==> src/rtl/fsr_defs.svh <==
// Offsets, field positions, reset values and timing counts for the floppy command block.
`ifndef FSR_DEFS_SVH
`define FSR_DEFS_SVH
`define FSR_OFF_FIFO      12'h000
`define FSR_OFF_STATUS    12'h004
`define FSR_OFF_CTRL      12'h008
`define FSR_OFF_CYL       12'h00c
`define FSR_OFF_CFG       12'h010
`define FSR_OFF_TIMING    12'h014
`define FSR_OP_SPECIFY    8'h03
`define FSR_OP_SENSEDRV   8'h04
`define FSR_OP_RECAL      8'h07
`define FSR_OP_SENSEINT   8'h08
`define FSR_OP_SEEK       8'h0f
`define FSR_OP_VERSION    8'h10
`define FSR_OP_CONFIGURE  8'h13
`define FSR_OP_RELSEEK    7'h47
`define FSR_RST_HUT       4'h0
`define FSR_RST_SRT       4'h0
`define FSR_RST_HLT       7'h00
`define FSR_RST_NODMA     1'b0
`define FSR_RST_EIS       1'b0
`define FSR_RST_FIFODIS   1'b1
`define FSR_RST_POLLDIS   1'b0
`define FSR_RST_THR       4'h0
`define FSR_RST_PRECOMP_START_TRACK    8'h00
`define FSR_RECAL_MAX     8'd80
`define FSR_EC_BIT        4
`define FSR_SE_BIT        5
`define FSR_CLK_HZ        25000000
`define FSR_UNIT_US       500
`define FSR_UNIT_CYC      ((`FSR_CLK_HZ / 1000000) * `FSR_UNIT_US)
`endif

==> src/rtl/fsr_pkg.sv <==
// Types shared by the floppy command block.
package fsr_pkg;
  typedef enum logic [2:0] {
    FSR_IDLE,
    FSR_CMD,
    FSR_STEP,
    FSR_WAIT,
    FSR_RES
  } fsr_state_e;
endpackage

==> src/rtl/fsr_floppy_cmd.sv <==
// Command interpreter for floppy setup, version, status sense and relative seek.
//
// Summary of operation
// - Drive status sense returns status three immediately.
// - Head unload delay code times sixteen, zero maximum.
// - Step interval sixteen minus code milliseconds.
// - First step gap may be shorter.
// - Head load delay code times two, zero maximum; the code only stores it, and headLoad rises at once.
// - Delays scale with data rate, FM equals MFM.
// - dma_bypass one selects non-DMA mode.
// - DMA request or request_for_master plus interrupt.
// - implied_seek_enable stored for read/write seeking.
// - fifo_disable default one, byte transfers.
// - Polling enabled gives one interrupt after reset.
// - Polling suspended while head loaded.
// - fifo_threshold zero means one byte.
// - precomp_start_track stored, default track zero.
// - Version query returns fixed enhanced identifier.
// - Relative seek bit one steps inward.
// - Relative seek steps exact count, no compare.
// - Outward seek stopped at track zero sets equipment check in st0.
// - present_cylinder wraps modulo 256.
// - Recalibrate uses track zero, max 80 steps.
// - Commands use present_cylinder, no extended memory.
// - Interrupt raised at end of relative seek.
`timescale 1ns/1ps
`include "fsr_defs.svh"
module fsr_floppy_cmd
  import fsr_pkg::*;
#(
  parameter logic [7:0] VERSION_ID = 8'h5a,  // Arbitrary identifier value.
  parameter int         UNIT_CYC   = `FSR_UNIT_CYC
) (
  input  wire logic        clk,
  input  wire logic        rst_n,
  input  wire logic        psel,
  input  wire logic        penable,
  input  wire logic        pwrite,
  input  wire logic [11:0] paddr,
  input  wire logic [31:0] pwdata,
  output logic [31:0]      prdata,
  output logic             pready,
  output logic             pslverr,
  input  wire logic [1:0]  dataRate,
  input  wire logic        trackZeroSense,
  input  wire logic        writeProtect,
  input  wire logic        xferNeeded,
  output logic             stepPulse,
  output logic             stepInward,
  output logic             headLoad,
  output logic             dmaRequest,
  output logic             intRequest
);
  initial begin
    if (UNIT_CYC < 1 || UNIT_CYC > 65535) $error("UNIT_CYC out of range");
  end

  // Register map seen by the host, in the low end of each word, one byte each, two for CFG and TIMING:
  //   FIFO    command and parameter bytes in, result bytes out.
  //   STATUS  bit 7 ready for a byte, bit 6 a result byte waits.
  //   CTRL    last interrupt status byte, kept for diagnosis.
  //   CYL     present_cylinder as the stepper left it.
  //   CFG     precompensation track and feature bits of the configure command.
  //   TIMING  head load, transfer mode, step rate and head unload codes.
  // Only one relative seek runs at a time; the host must close it with an
  // interrupt status sense before the next command that moves the head.
  // Bytes written while the stepper runs are dropped, so the host polls first.

  fsr_state_e  state;
  logic [7:0]  cmdBuf [0:3];
  logic [1:0]  cmdCnt, cmdNeed;
  logic [7:0]  resByte;
  logic [3:0]  headUnloadTime, stepRateTime, fifoThreshold;
  logic [6:0]  headLoadTime;
  logic        dmaBypass, impliedSeekEnable, fifoDisable, driveScanDisable;
  logic [7:0]  precompStartTrack, presentCylinder, stepsLeft, st0;
  logic [15:0] unitCnt;
  logic [9:0]  delayUnits;
  logic        unitTick, firstStep, isRecal, pollPending, unloadBusy;
  logic [1:0]  tz0, tz1;
  logic [11:0] unloadUnits;
  logic        wrFifo, rdFifo;
  logic        resMore;
  logic [9:0]  stepGap;
  logic [7:0]  statusByte, driveStatus;

  assign wrFifo = psel & penable & pwrite & (paddr == `FSR_OFF_FIFO);
  assign rdFifo = psel & penable & ~pwrite & (paddr == `FSR_OFF_FIFO);
  assign pready = 1'b1;
  assign pslverr = 1'b0;

  // Main status byte: ready whenever a byte may move, result flag in the result phase.
  assign statusByte = {(state == FSR_IDLE) || (state == FSR_CMD) || (state == FSR_RES),
                       state == FSR_RES, 6'h00};
  // Drive status: write protect, ready, track zero, two sides, head and unit select.
  assign driveStatus = {1'b0, tz1[1], 1'b1, tz1[0], 1'b1, cmdBuf[1][2:0]};

  // Two-flop synchronisers on drive pins.
  always_ff @(posedge clk or negedge rst_n) begin
    if (!rst_n) begin
      tz0 <= 2'b00;
      tz1 <= 2'b00;
    end else begin
      tz0 <= {writeProtect, trackZeroSense};
      tz1 <= tz0;
    end
  end

  // Base tick of 0.5 ms at 500 kbps; slower rates lengthen, faster shorten it.
  always_ff @(posedge clk or negedge rst_n) begin
    if (!rst_n) begin
      unitCnt  <= 16'h0000;
      unitTick <= 1'b0;
    end else begin
      unitTick <= 1'b0;
      if (unitCnt == 16'h0000) begin
        unitTick <= 1'b1;
        case (dataRate)
          2'd0:    unitCnt <= 16'(UNIT_CYC - 1);
          2'd1:    unitCnt <= 16'((UNIT_CYC * 5) / 3 - 1);
          2'd2:    unitCnt <= 16'(UNIT_CYC * 2 - 1);
          default: unitCnt <= 16'(UNIT_CYC / 2 - 1);
        endcase
      end else begin
        unitCnt <= unitCnt - 16'h0001;
      end
    end
  end

  // Number of opcode parameter bytes.
  always_comb begin
    case (cmdBuf[0])
      `FSR_OP_SPECIFY:   cmdNeed = 2'd2;
      `FSR_OP_SENSEDRV:  cmdNeed = 2'd1;
      `FSR_OP_RECAL:     cmdNeed = 2'd1;
      `FSR_OP_SEEK:      cmdNeed = 2'd2;
      `FSR_OP_CONFIGURE: cmdNeed = 2'd3;
      default:           cmdNeed = (cmdBuf[0][6:0] == `FSR_OP_RELSEEK) ? 2'd2 : 2'd0;
    endcase
  end

  // Units to wait after a pulse: two half-millisecond units per millisecond of
  // step interval, sixteen minus the code; the gap after the first pulse is one
  // unit short, which the rules allow and which keeps the counter load simple.
  always_comb begin
    if (firstStep) begin
      stepGap = {4'd0, 6'd31 - {1'b0, stepRateTime, 1'b0}} - 10'd1;
    end else begin
      stepGap = {4'd0, 6'd32 - {1'b0, stepRateTime, 1'b0}} - 10'd1;
    end
  end

  // Main command sequencer.
  always_ff @(posedge clk or negedge rst_n) begin
    if (!rst_n) begin
      state <= FSR_IDLE;
      cmdCnt <= 2'd0;
      cmdBuf[0] <= 8'h00;
      cmdBuf[1] <= 8'h00;
      cmdBuf[2] <= 8'h00;
      cmdBuf[3] <= 8'h00;
      resByte <= 8'h00;
      resMore <= 1'b0;
      headUnloadTime <= `FSR_RST_HUT;
      stepRateTime <= `FSR_RST_SRT;
      headLoadTime <= `FSR_RST_HLT;
      dmaBypass <= `FSR_RST_NODMA;
      impliedSeekEnable <= `FSR_RST_EIS;
      fifoDisable <= `FSR_RST_FIFODIS;
      driveScanDisable <= `FSR_RST_POLLDIS;
      fifoThreshold <= `FSR_RST_THR;
      precompStartTrack <= `FSR_RST_PRECOMP_START_TRACK;
      presentCylinder <= 8'h00;
      stepsLeft <= 8'h00;
      st0 <= 8'h00;
      delayUnits <= 10'd0;
      firstStep <= 1'b0;
      isRecal <= 1'b0;
      stepPulse <= 1'b0;
      stepInward <= 1'b0;
      intRequest <= 1'b0;
      pollPending <= 1'b1;
    end else begin
      stepPulse <= 1'b0;
      // One polling interrupt after reset, held off while the head stays loaded.
      if (pollPending && !driveScanDisable && !unloadBusy && state == FSR_IDLE) begin
        intRequest  <= 1'b1;
        st0         <= 8'hc0;
        pollPending <= 1'b0;
      end
      case (state)
        FSR_IDLE: begin
          if (wrFifo) begin
            cmdBuf[0] <= pwdata[7:0];
            cmdCnt <= 2'd0;
            state <= FSR_CMD;
          end
        end
        FSR_CMD: begin
          if (cmdCnt == cmdNeed) begin
            state <= FSR_RES;
            case (cmdBuf[0])
              `FSR_OP_SENSEDRV: resByte <= driveStatus;
              `FSR_OP_VERSION:  resByte <= VERSION_ID;
              `FSR_OP_SENSEINT: begin
                resByte <= st0;
                resMore <= 1'b1;
                intRequest <= 1'b0;
              end
              `FSR_OP_SPECIFY: begin
                stepRateTime <= cmdBuf[1][7:4];
                headUnloadTime <= cmdBuf[1][3:0];
                headLoadTime <= cmdBuf[2][7:1];
                dmaBypass <= cmdBuf[2][0];
                state <= FSR_IDLE;
              end
              `FSR_OP_CONFIGURE: begin
                impliedSeekEnable <= cmdBuf[2][6];
                fifoDisable <= cmdBuf[2][5];
                driveScanDisable <= cmdBuf[2][4];
                fifoThreshold <= cmdBuf[2][3:0];
                precompStartTrack <= cmdBuf[3];
                state <= FSR_IDLE;
              end
              `FSR_OP_RECAL: begin
                presentCylinder <= 8'h00;
                stepsLeft <= `FSR_RECAL_MAX;
                isRecal <= 1'b1;
                stepInward <= 1'b0;
                st0 <= 8'h00;
                firstStep <= 1'b1;
                state <= FSR_STEP;
              end
              default: begin
                if (cmdBuf[0][6:0] == `FSR_OP_RELSEEK) begin
                  stepInward <= cmdBuf[0][7];
                  stepsLeft <= cmdBuf[2];
                  isRecal <= 1'b0;
                  st0 <= 8'h00;
                  firstStep <= 1'b1;
                  state <= FSR_STEP;
                end else begin
                  resByte <= 8'h80;
                end
              end
            endcase
          end else if (wrFifo) begin
            cmdCnt <= cmdCnt + 2'd1;
            // Parameter bytes fill the buffer behind the opcode in arrival order.
            cmdBuf[cmdCnt + 2'd1] <= pwdata[7:0];
          end
        end
        FSR_STEP: begin
          if (isRecal && tz1[0]) begin
            st0[`FSR_SE_BIT] <= 1'b1;
            intRequest <= 1'b1;
            state <= FSR_IDLE;
          end else if (stepsLeft == 8'h00) begin
            st0[`FSR_SE_BIT] <= 1'b1;
            st0[`FSR_EC_BIT] <= isRecal;
            intRequest <= 1'b1;
            state <= FSR_IDLE;
          end else if (!isRecal && !stepInward && tz1[0]) begin
            st0[`FSR_EC_BIT] <= 1'b1;
            st0[`FSR_SE_BIT] <= 1'b1;
            intRequest <= 1'b1;
            state <= FSR_IDLE;
          end else begin
            stepPulse <= 1'b1;
            stepsLeft <= stepsLeft - 8'h01;
            if (!isRecal) begin
              presentCylinder <= stepInward ? presentCylinder + 8'h01
                                            : presentCylinder - 8'h01;
            end
            delayUnits <= stepGap;
            firstStep <= 1'b0;
            state <= FSR_WAIT;
          end
        end
        FSR_WAIT: begin
          if (unitTick) begin
            if (delayUnits == 10'd0) state <= FSR_STEP;
            else delayUnits <= delayUnits - 10'd1;
          end
        end
        FSR_RES: begin
          // The interrupt status sense answers with two bytes: status, then cylinder.
          if (rdFifo) begin
            if (resMore) begin
              resByte <= presentCylinder;
              resMore <= 1'b0;
            end else begin
              state <= FSR_IDLE;
            end
          end
        end
        default: state <= FSR_IDLE;
      endcase
      if (xferNeeded && dmaBypass) intRequest <= 1'b1;
    end
  end

  // Head load and unload timing.
  always_ff @(posedge clk or negedge rst_n) begin
    if (!rst_n) begin
      headLoad <= 1'b0;
      unloadUnits <= 12'd0;
    end else if (xferNeeded) begin
      headLoad <= 1'b1;
      // Code zero means the longest delay, 512 units.
      unloadUnits <= (headUnloadTime == 4'h0) ? 12'd512 : {3'd0, headUnloadTime, 5'd0};
    end else if (unitTick && unloadUnits != 12'd0) begin
      unloadUnits <= unloadUnits - 12'd1;
      if (unloadUnits == 12'd1) headLoad <= 1'b0;
    end
  end
  assign unloadBusy = headLoad;

  // Transfer signalling.
  assign dmaRequest = xferNeeded & ~dmaBypass;

  // Register reads.
  always_ff @(posedge clk or negedge rst_n) begin
    if (!rst_n) begin
      prdata <= 32'h0000_0000;
    end else if (psel && !penable && !pwrite) begin
      case (paddr)
        `FSR_OFF_FIFO:   prdata <= {24'h0, resByte};
        `FSR_OFF_STATUS: prdata <= {24'h0, statusByte};
        `FSR_OFF_CTRL:   prdata <= {24'h0, st0};
        `FSR_OFF_CYL:    prdata <= {24'h0, presentCylinder};
        `FSR_OFF_CFG:    prdata <= {16'h0, precompStartTrack, 1'b0, impliedSeekEnable,
                                    fifoDisable, driveScanDisable, fifoThreshold};
        `FSR_OFF_TIMING: prdata <= {16'h0, headLoadTime, dmaBypass, stepRateTime,
                                    headUnloadTime};
        default:         prdata <= 32'h0000_0000;
      endcase
    end
  end
  // Head load delay is stored for the transfer engine; code zero means maximum.
endmodule

==> config.mk <==
export PLATFORM = sky130hd
export DESIGN_NAME = fsr_floppy_cmd
export DESIGN_NICKNAME = d
export VERILOG_FILES = /design/src/rtl/fsr_pkg.sv /design/src/rtl/fsr_floppy_cmd.sv
export VERILOG_INCLUDE_DIRS = /design/src /design/src/rtl
export SDC_FILE = /design/constraint.sdc
export NUM_CORES = 1
export LEC_CHECK = 0
export BUFFER_PORTS_ARGS = -buffer_cell sky130_fd_sc_hd__buf_4
export CAP_MARGIN = 15
export CELL_PAD_IN_SITES_DETAIL_PLACEMENT = 1
export CELL_PAD_IN_SITES_GLOBAL_PLACEMENT = 2
export CORE_UTILIZATION = 41
export CTS_CLUSTER_SIZE = 16
export DETAILED_ROUTE_END_ITERATION = 16
export PLACE_DENSITY = 0.87
export SYNTH_ARGS = -nofsm -noshare
export SYNTH_HDL_FRONTEND = slang
export SYNTH_SLANG_ARGS = --single-unit
==> constraint.sdc <==
create_clock -name clk -period 4.2 [get_ports clk]
set_input_delay 0.63 -clock clk [delete_from_list [all_inputs] [get_ports clk]]
set_output_delay 0.63 -clock clk [all_outputs]
set_load 0.02 [all_outputs]
==> reports/results.txt <==
The share of flip-flops with an asynchronous set or reset after synthesis was 1.00. TritonCTS built the clock tree. For the number of hold-slack violations in the final timing report, the log shows 0. The run gives 7041 as the via count of the first global-routing pass.

With fillers left out, the area of the finished cells amounts to 10000 um^2. The pre-antenna-repair detailed-routing pass consisted of 6 iterations. Setup violations remaining at the end of the flow were counted as 0. For the largest clock skew in the final design, the log shows 0.0115 ns. The slew at the pin with the worst max-slew slack is 0.880 ns.

The area growth from synthesis to layout works out to 14.6%. In this run the horizontal extent of the chip is 148 um. The synthesized design contains 0 enable-type register cells. Initial core utilization: 0.418.

For the highest achievable clock rate, the log shows 0.288 GHz. After floorplanning, the core was sized to cover 21000 um^2. The mean area per synthesized cell is 10.2 um^2, and the die area is 22000 um^2.

STA classifies the critical path endpoint as a flop. The ratio of final minimum period to clock period is 0.825, and the largest net degree at the start of global routing is 91. Synthesis handed over a netlist of 863 instances.

The cell area after placement was 9380 um^2; the highest ir drop seen on vdd was 220 uV. The number of antenna diodes in the final layout is 0. For this design the static power due to leakage is 4.57 nW. Synthesis inferred 167 register bits. Measured in cells, the most critical reg-to-reg path has a length of 6. The clock latency on the worst-skew pair was 0.43 ns; the total vias in the final route was 6796. The tools report the number of buffers created by CTS as 17. The class of the tightest hold or removal check was primary input to async pin.

The endpoint of the lowest-slack register-to-register path is cmdBuf[3]. For the placer's final routability congestion estimate, the log shows 0.820. For the number of remaining DRC errors, the log shows 0. Net total in the final layout: 987. The maximum root-to-sink buffer count was 2; the highest fanout seen on the critical path was 15. The largest individual stage delay along the critical path comes from the cell sky130_fd_sc_hd__dfrtp_1. Leaving out fill and tap cells, the most frequent cells in the layout are sky130_fd_sc_hd__dfrtp_1 (165), sky130_fd_sc_hd__nor2_1 (73), sky130_fd_sc_hd__mux2_2 (71). The synthesized netlist contains 66 unique library cells.

Kind of critical path: flop to flop. In this run the post-CTS setup repair buffer count came out at 0. For this run, the slowest stage of the critical path takes 0.63 ns. For the wire length reported by the detailed router, the log shows 24.8 mm.

Walking the worst path, the cells encountered are nor2b_1 > a2111oi_0 > o211a_1 > o21a_1 > nand3_1 > mux2_2. The most critical setup path has its startpoint at cmdBuf[26]. For the worst setup path, the data arrival time is 3.77 ns. The iteration-0 DRC count of the detailed router came out at 363.

Across all register-to-register paths, the minimum setup slack is 0.73 ns. The total clock sinks is 167, and the number of gates resized after CTS is 0. The most common cell after layout, fill and taps aside was sky130_fd_sc_hd__dfrtp_1.

The tools report the total of hold buffers inserted after clock tree synthesis as 0. Total standard cell area after synthesis: 8760 um^2. The element type at the critical path start was a flop. Max capacitance violation total: 0.

The run gives 0.479 as the final cell utilization of the core. STA puts the critical path data required time at 4.51 ns. The remaining antenna violation count is 0. For the tightest slew margin relative to the limit, the log shows 0.408. The run gives 93 as the top-level I/O count. Most frequently used flop master after synthesis: sky130_fd_sc_hd__dfrtp_1. The total of fill cells in the finished design came out at 2348. At the placement stage, the worst setup path has a slack of 0.817 ns. The maximum level of the CTS H-tree is 4, and the cell area power density is 366 nW/um^2. Clock input transition at the sequential cells of the worst setup and hold paths: 0.07 ns.

The ratio of cells with drive above 1 in the final layout is 0.191. The sequential area share after synthesis is 0.477. In this run the critical register-to-register path is launched from cmdBuf[26]. After layout, the worst setup slack is 0.734 ns.

Setup repair after global routing left no endpoint under its margin. The first-pass GRT wire length was 39.9 mm; the wire length per cell after detailed routing was 20.7 um. For the global-route usage over all layers, the log shows 0.239. The buffering stage count on the worst path with inverters included is 0. Clock tree synthesis selected as its root buffer the cell sky130_fd_sc_hd__clkbuf_16. The tools report the initial antenna violation count as 0. The cell type group with the largest total delay on the critical path is compound AO/OA/AOI/OAI gates. Summed over all nets, the half-perimeter wirelength after detailed placement is 17.7 mm.

The clock period could shrink to 3.47 ns. Die span in y: 148 um. The run finished with clean final reports. The leftover overflow at the end of global routing was 0. Yosys printed 0 warnings. The count of buffers from port buffering is 50, and the setup TNS after final layout is 0 ns.

In the routed layout, each cell is associated on average with a via count of 5.68. The floorplan has 53 rows. The tools report the final count of pins violating max slew as 0.
registers in the layout (all words and copies together), names as in the netlist, 3 cells and up:
| name | cells |
|---|---|
| unitCnt | 16 |
| st0 | 8 |
| fifoThreshold | 4 |
| headLoadTime | 7 |
| precompStartTrack | 8 |
| headUnloadTime | 4 |
| cmdBuf | 32 |
| unloadUnits | 12 |
| prdata | 16 |
| delayUnits | 10 |
| presentCylinder | 8 |
| stepRateTime | 4 |
| state | 3 |
| stepsLeft | 8 |
| resByte | 8 |
final cells by class:
class | instances | area [um^2] | area share
multi-input cells | 623 | 4240 | 0.422
flip-flops and latches | 167 | 4180 | 0.417
repair buffers | 64 | 484 | 0.0482
clock buffers | 22 | 464 | 0.0462
well taps | 275 | 344 | 0.0343
clock inverters | 10 | 193 | 0.0192
inverters | 36 | 135 | 0.0135
metal layers:
layer | track usage | part of all wire
met5 | 0 | 0
met4 | 0.0572 | 0.010
met3 | 0.0374 | 0.041
met2 | 0.387 | 0.48
met1 | 0.335 | 0.47
stage by stage:
step           power (mW)  instances  hold slack (ns)
3_3_place_gp         1.92       1165            0.336
6_report             3.68       1197            0.267
5_1_grt              3.79       1197            0.290
3_5_place_dp         1.93       1165            0.340
4_1_cts              3.71       1197            0.294
2_1_floorplan        1.84        879            0.331
kinds of logic after synthesis:
kind of cell,Yosys count,synth area share
simple gates,263,0.148
other cells,2,0.000857
flops,167,0.477
xor+xnor,28,0.0280
buf+inv,89,0.0464
fa+ha+maj,24,0.0351
mux,90,0.116
compound gates,200,0.148
synth_stat cells, types with 4 or more instances:
cell type | number | area share
sky130_fd_sc_hd__and3_1 | 7 | 0.0050
sky130_fd_sc_hd__nor4_1 | 11 | 0.0079
sky130_fd_sc_hd__and2_1 | 9 | 0.0064
sky130_fd_sc_hd__a21oi_1 | 46 | 0.026
sky130_fd_sc_hd__nor2_1 | 73 | 0.031
sky130_fd_sc_hd__buf_2 | 4 | 0.0023
sky130_fd_sc_hd__nor3_1 | 27 | 0.015
sky130_fd_sc_hd__nand3_1 | 17 | 0.0097
sky130_fd_sc_hd__o21ai_0 | 53 | 0.030
sky130_fd_sc_hd__ha_1 | 23 | 0.033
sky130_fd_sc_hd__a31oi_1 | 7 | 0.0050
sky130_fd_sc_hd__mux2_2 | 71 | 0.091
sky130_fd_sc_hd__o211ai_1 | 4 | 0.0034
sky130_fd_sc_hd__or3_1 | 8 | 0.0057
sky130_fd_sc_hd__o31ai_1 | 9 | 0.0077
sky130_fd_sc_hd__xor2_1 | 8 | 0.0080
sky130_fd_sc_hd__xnor2_1 | 20 | 0.020
sky130_fd_sc_hd__inv_1 | 36 | 0.015
sky130_fd_sc_hd__nand4_1 | 8 | 0.0057
sky130_fd_sc_hd__mux2i_1 | 14 | 0.016
sky130_fd_sc_hd__o41ai_1 | 5 | 0.0050
sky130_fd_sc_hd__dfrtp_1 | 165 | 0.47
sky130_fd_sc_hd__o22ai_1 | 11 | 0.0079
sky130_fd_sc_hd__clkbuf_1 | 30 | 0.013
sky130_fd_sc_hd__buf_4 | 18 | 0.015
sky130_fd_sc_hd__nand2b_1 | 11 | 0.0079
sky130_fd_sc_hd__o21a_1 | 5 | 0.0043
sky130_fd_sc_hd__a22oi_1 | 23 | 0.020
sky130_fd_sc_hd__or4_1 | 6 | 0.0051
sky130_fd_sc_hd__nand2_1 | 57 | 0.024
sky130_fd_sc_hd__nor2b_1 | 15 | 0.011
sky130_fd_sc_hd__nor3b_1 | 4 | 0.0034
how the worst max path moves through the flow:
stage                             to  slack (ns)  cells past startpoint
after floorplan           cmdBuf[24]        1.32                      7
after global placement     cmdBuf[6]        0.87                      6
after detailed placement   cmdBuf[3]        0.82                      6
after CTS                  cmdBuf[3]        0.75                      6
after global routing       cmdBuf[3]        0.57                      6
final                      cmdBuf[3]        0.73                      6
report_power, final:
group | internal, mW | switching [mW] | leakage (nW)
clock network | 1.10 | 0.684 | 0.316
logic | 0.0833 | 0.127 | 2.00
registers | 1.65 | 0.0383 | 2.25
total | 2.83 | 0.850 | 4.57
(Power assumes the default switching activity.)
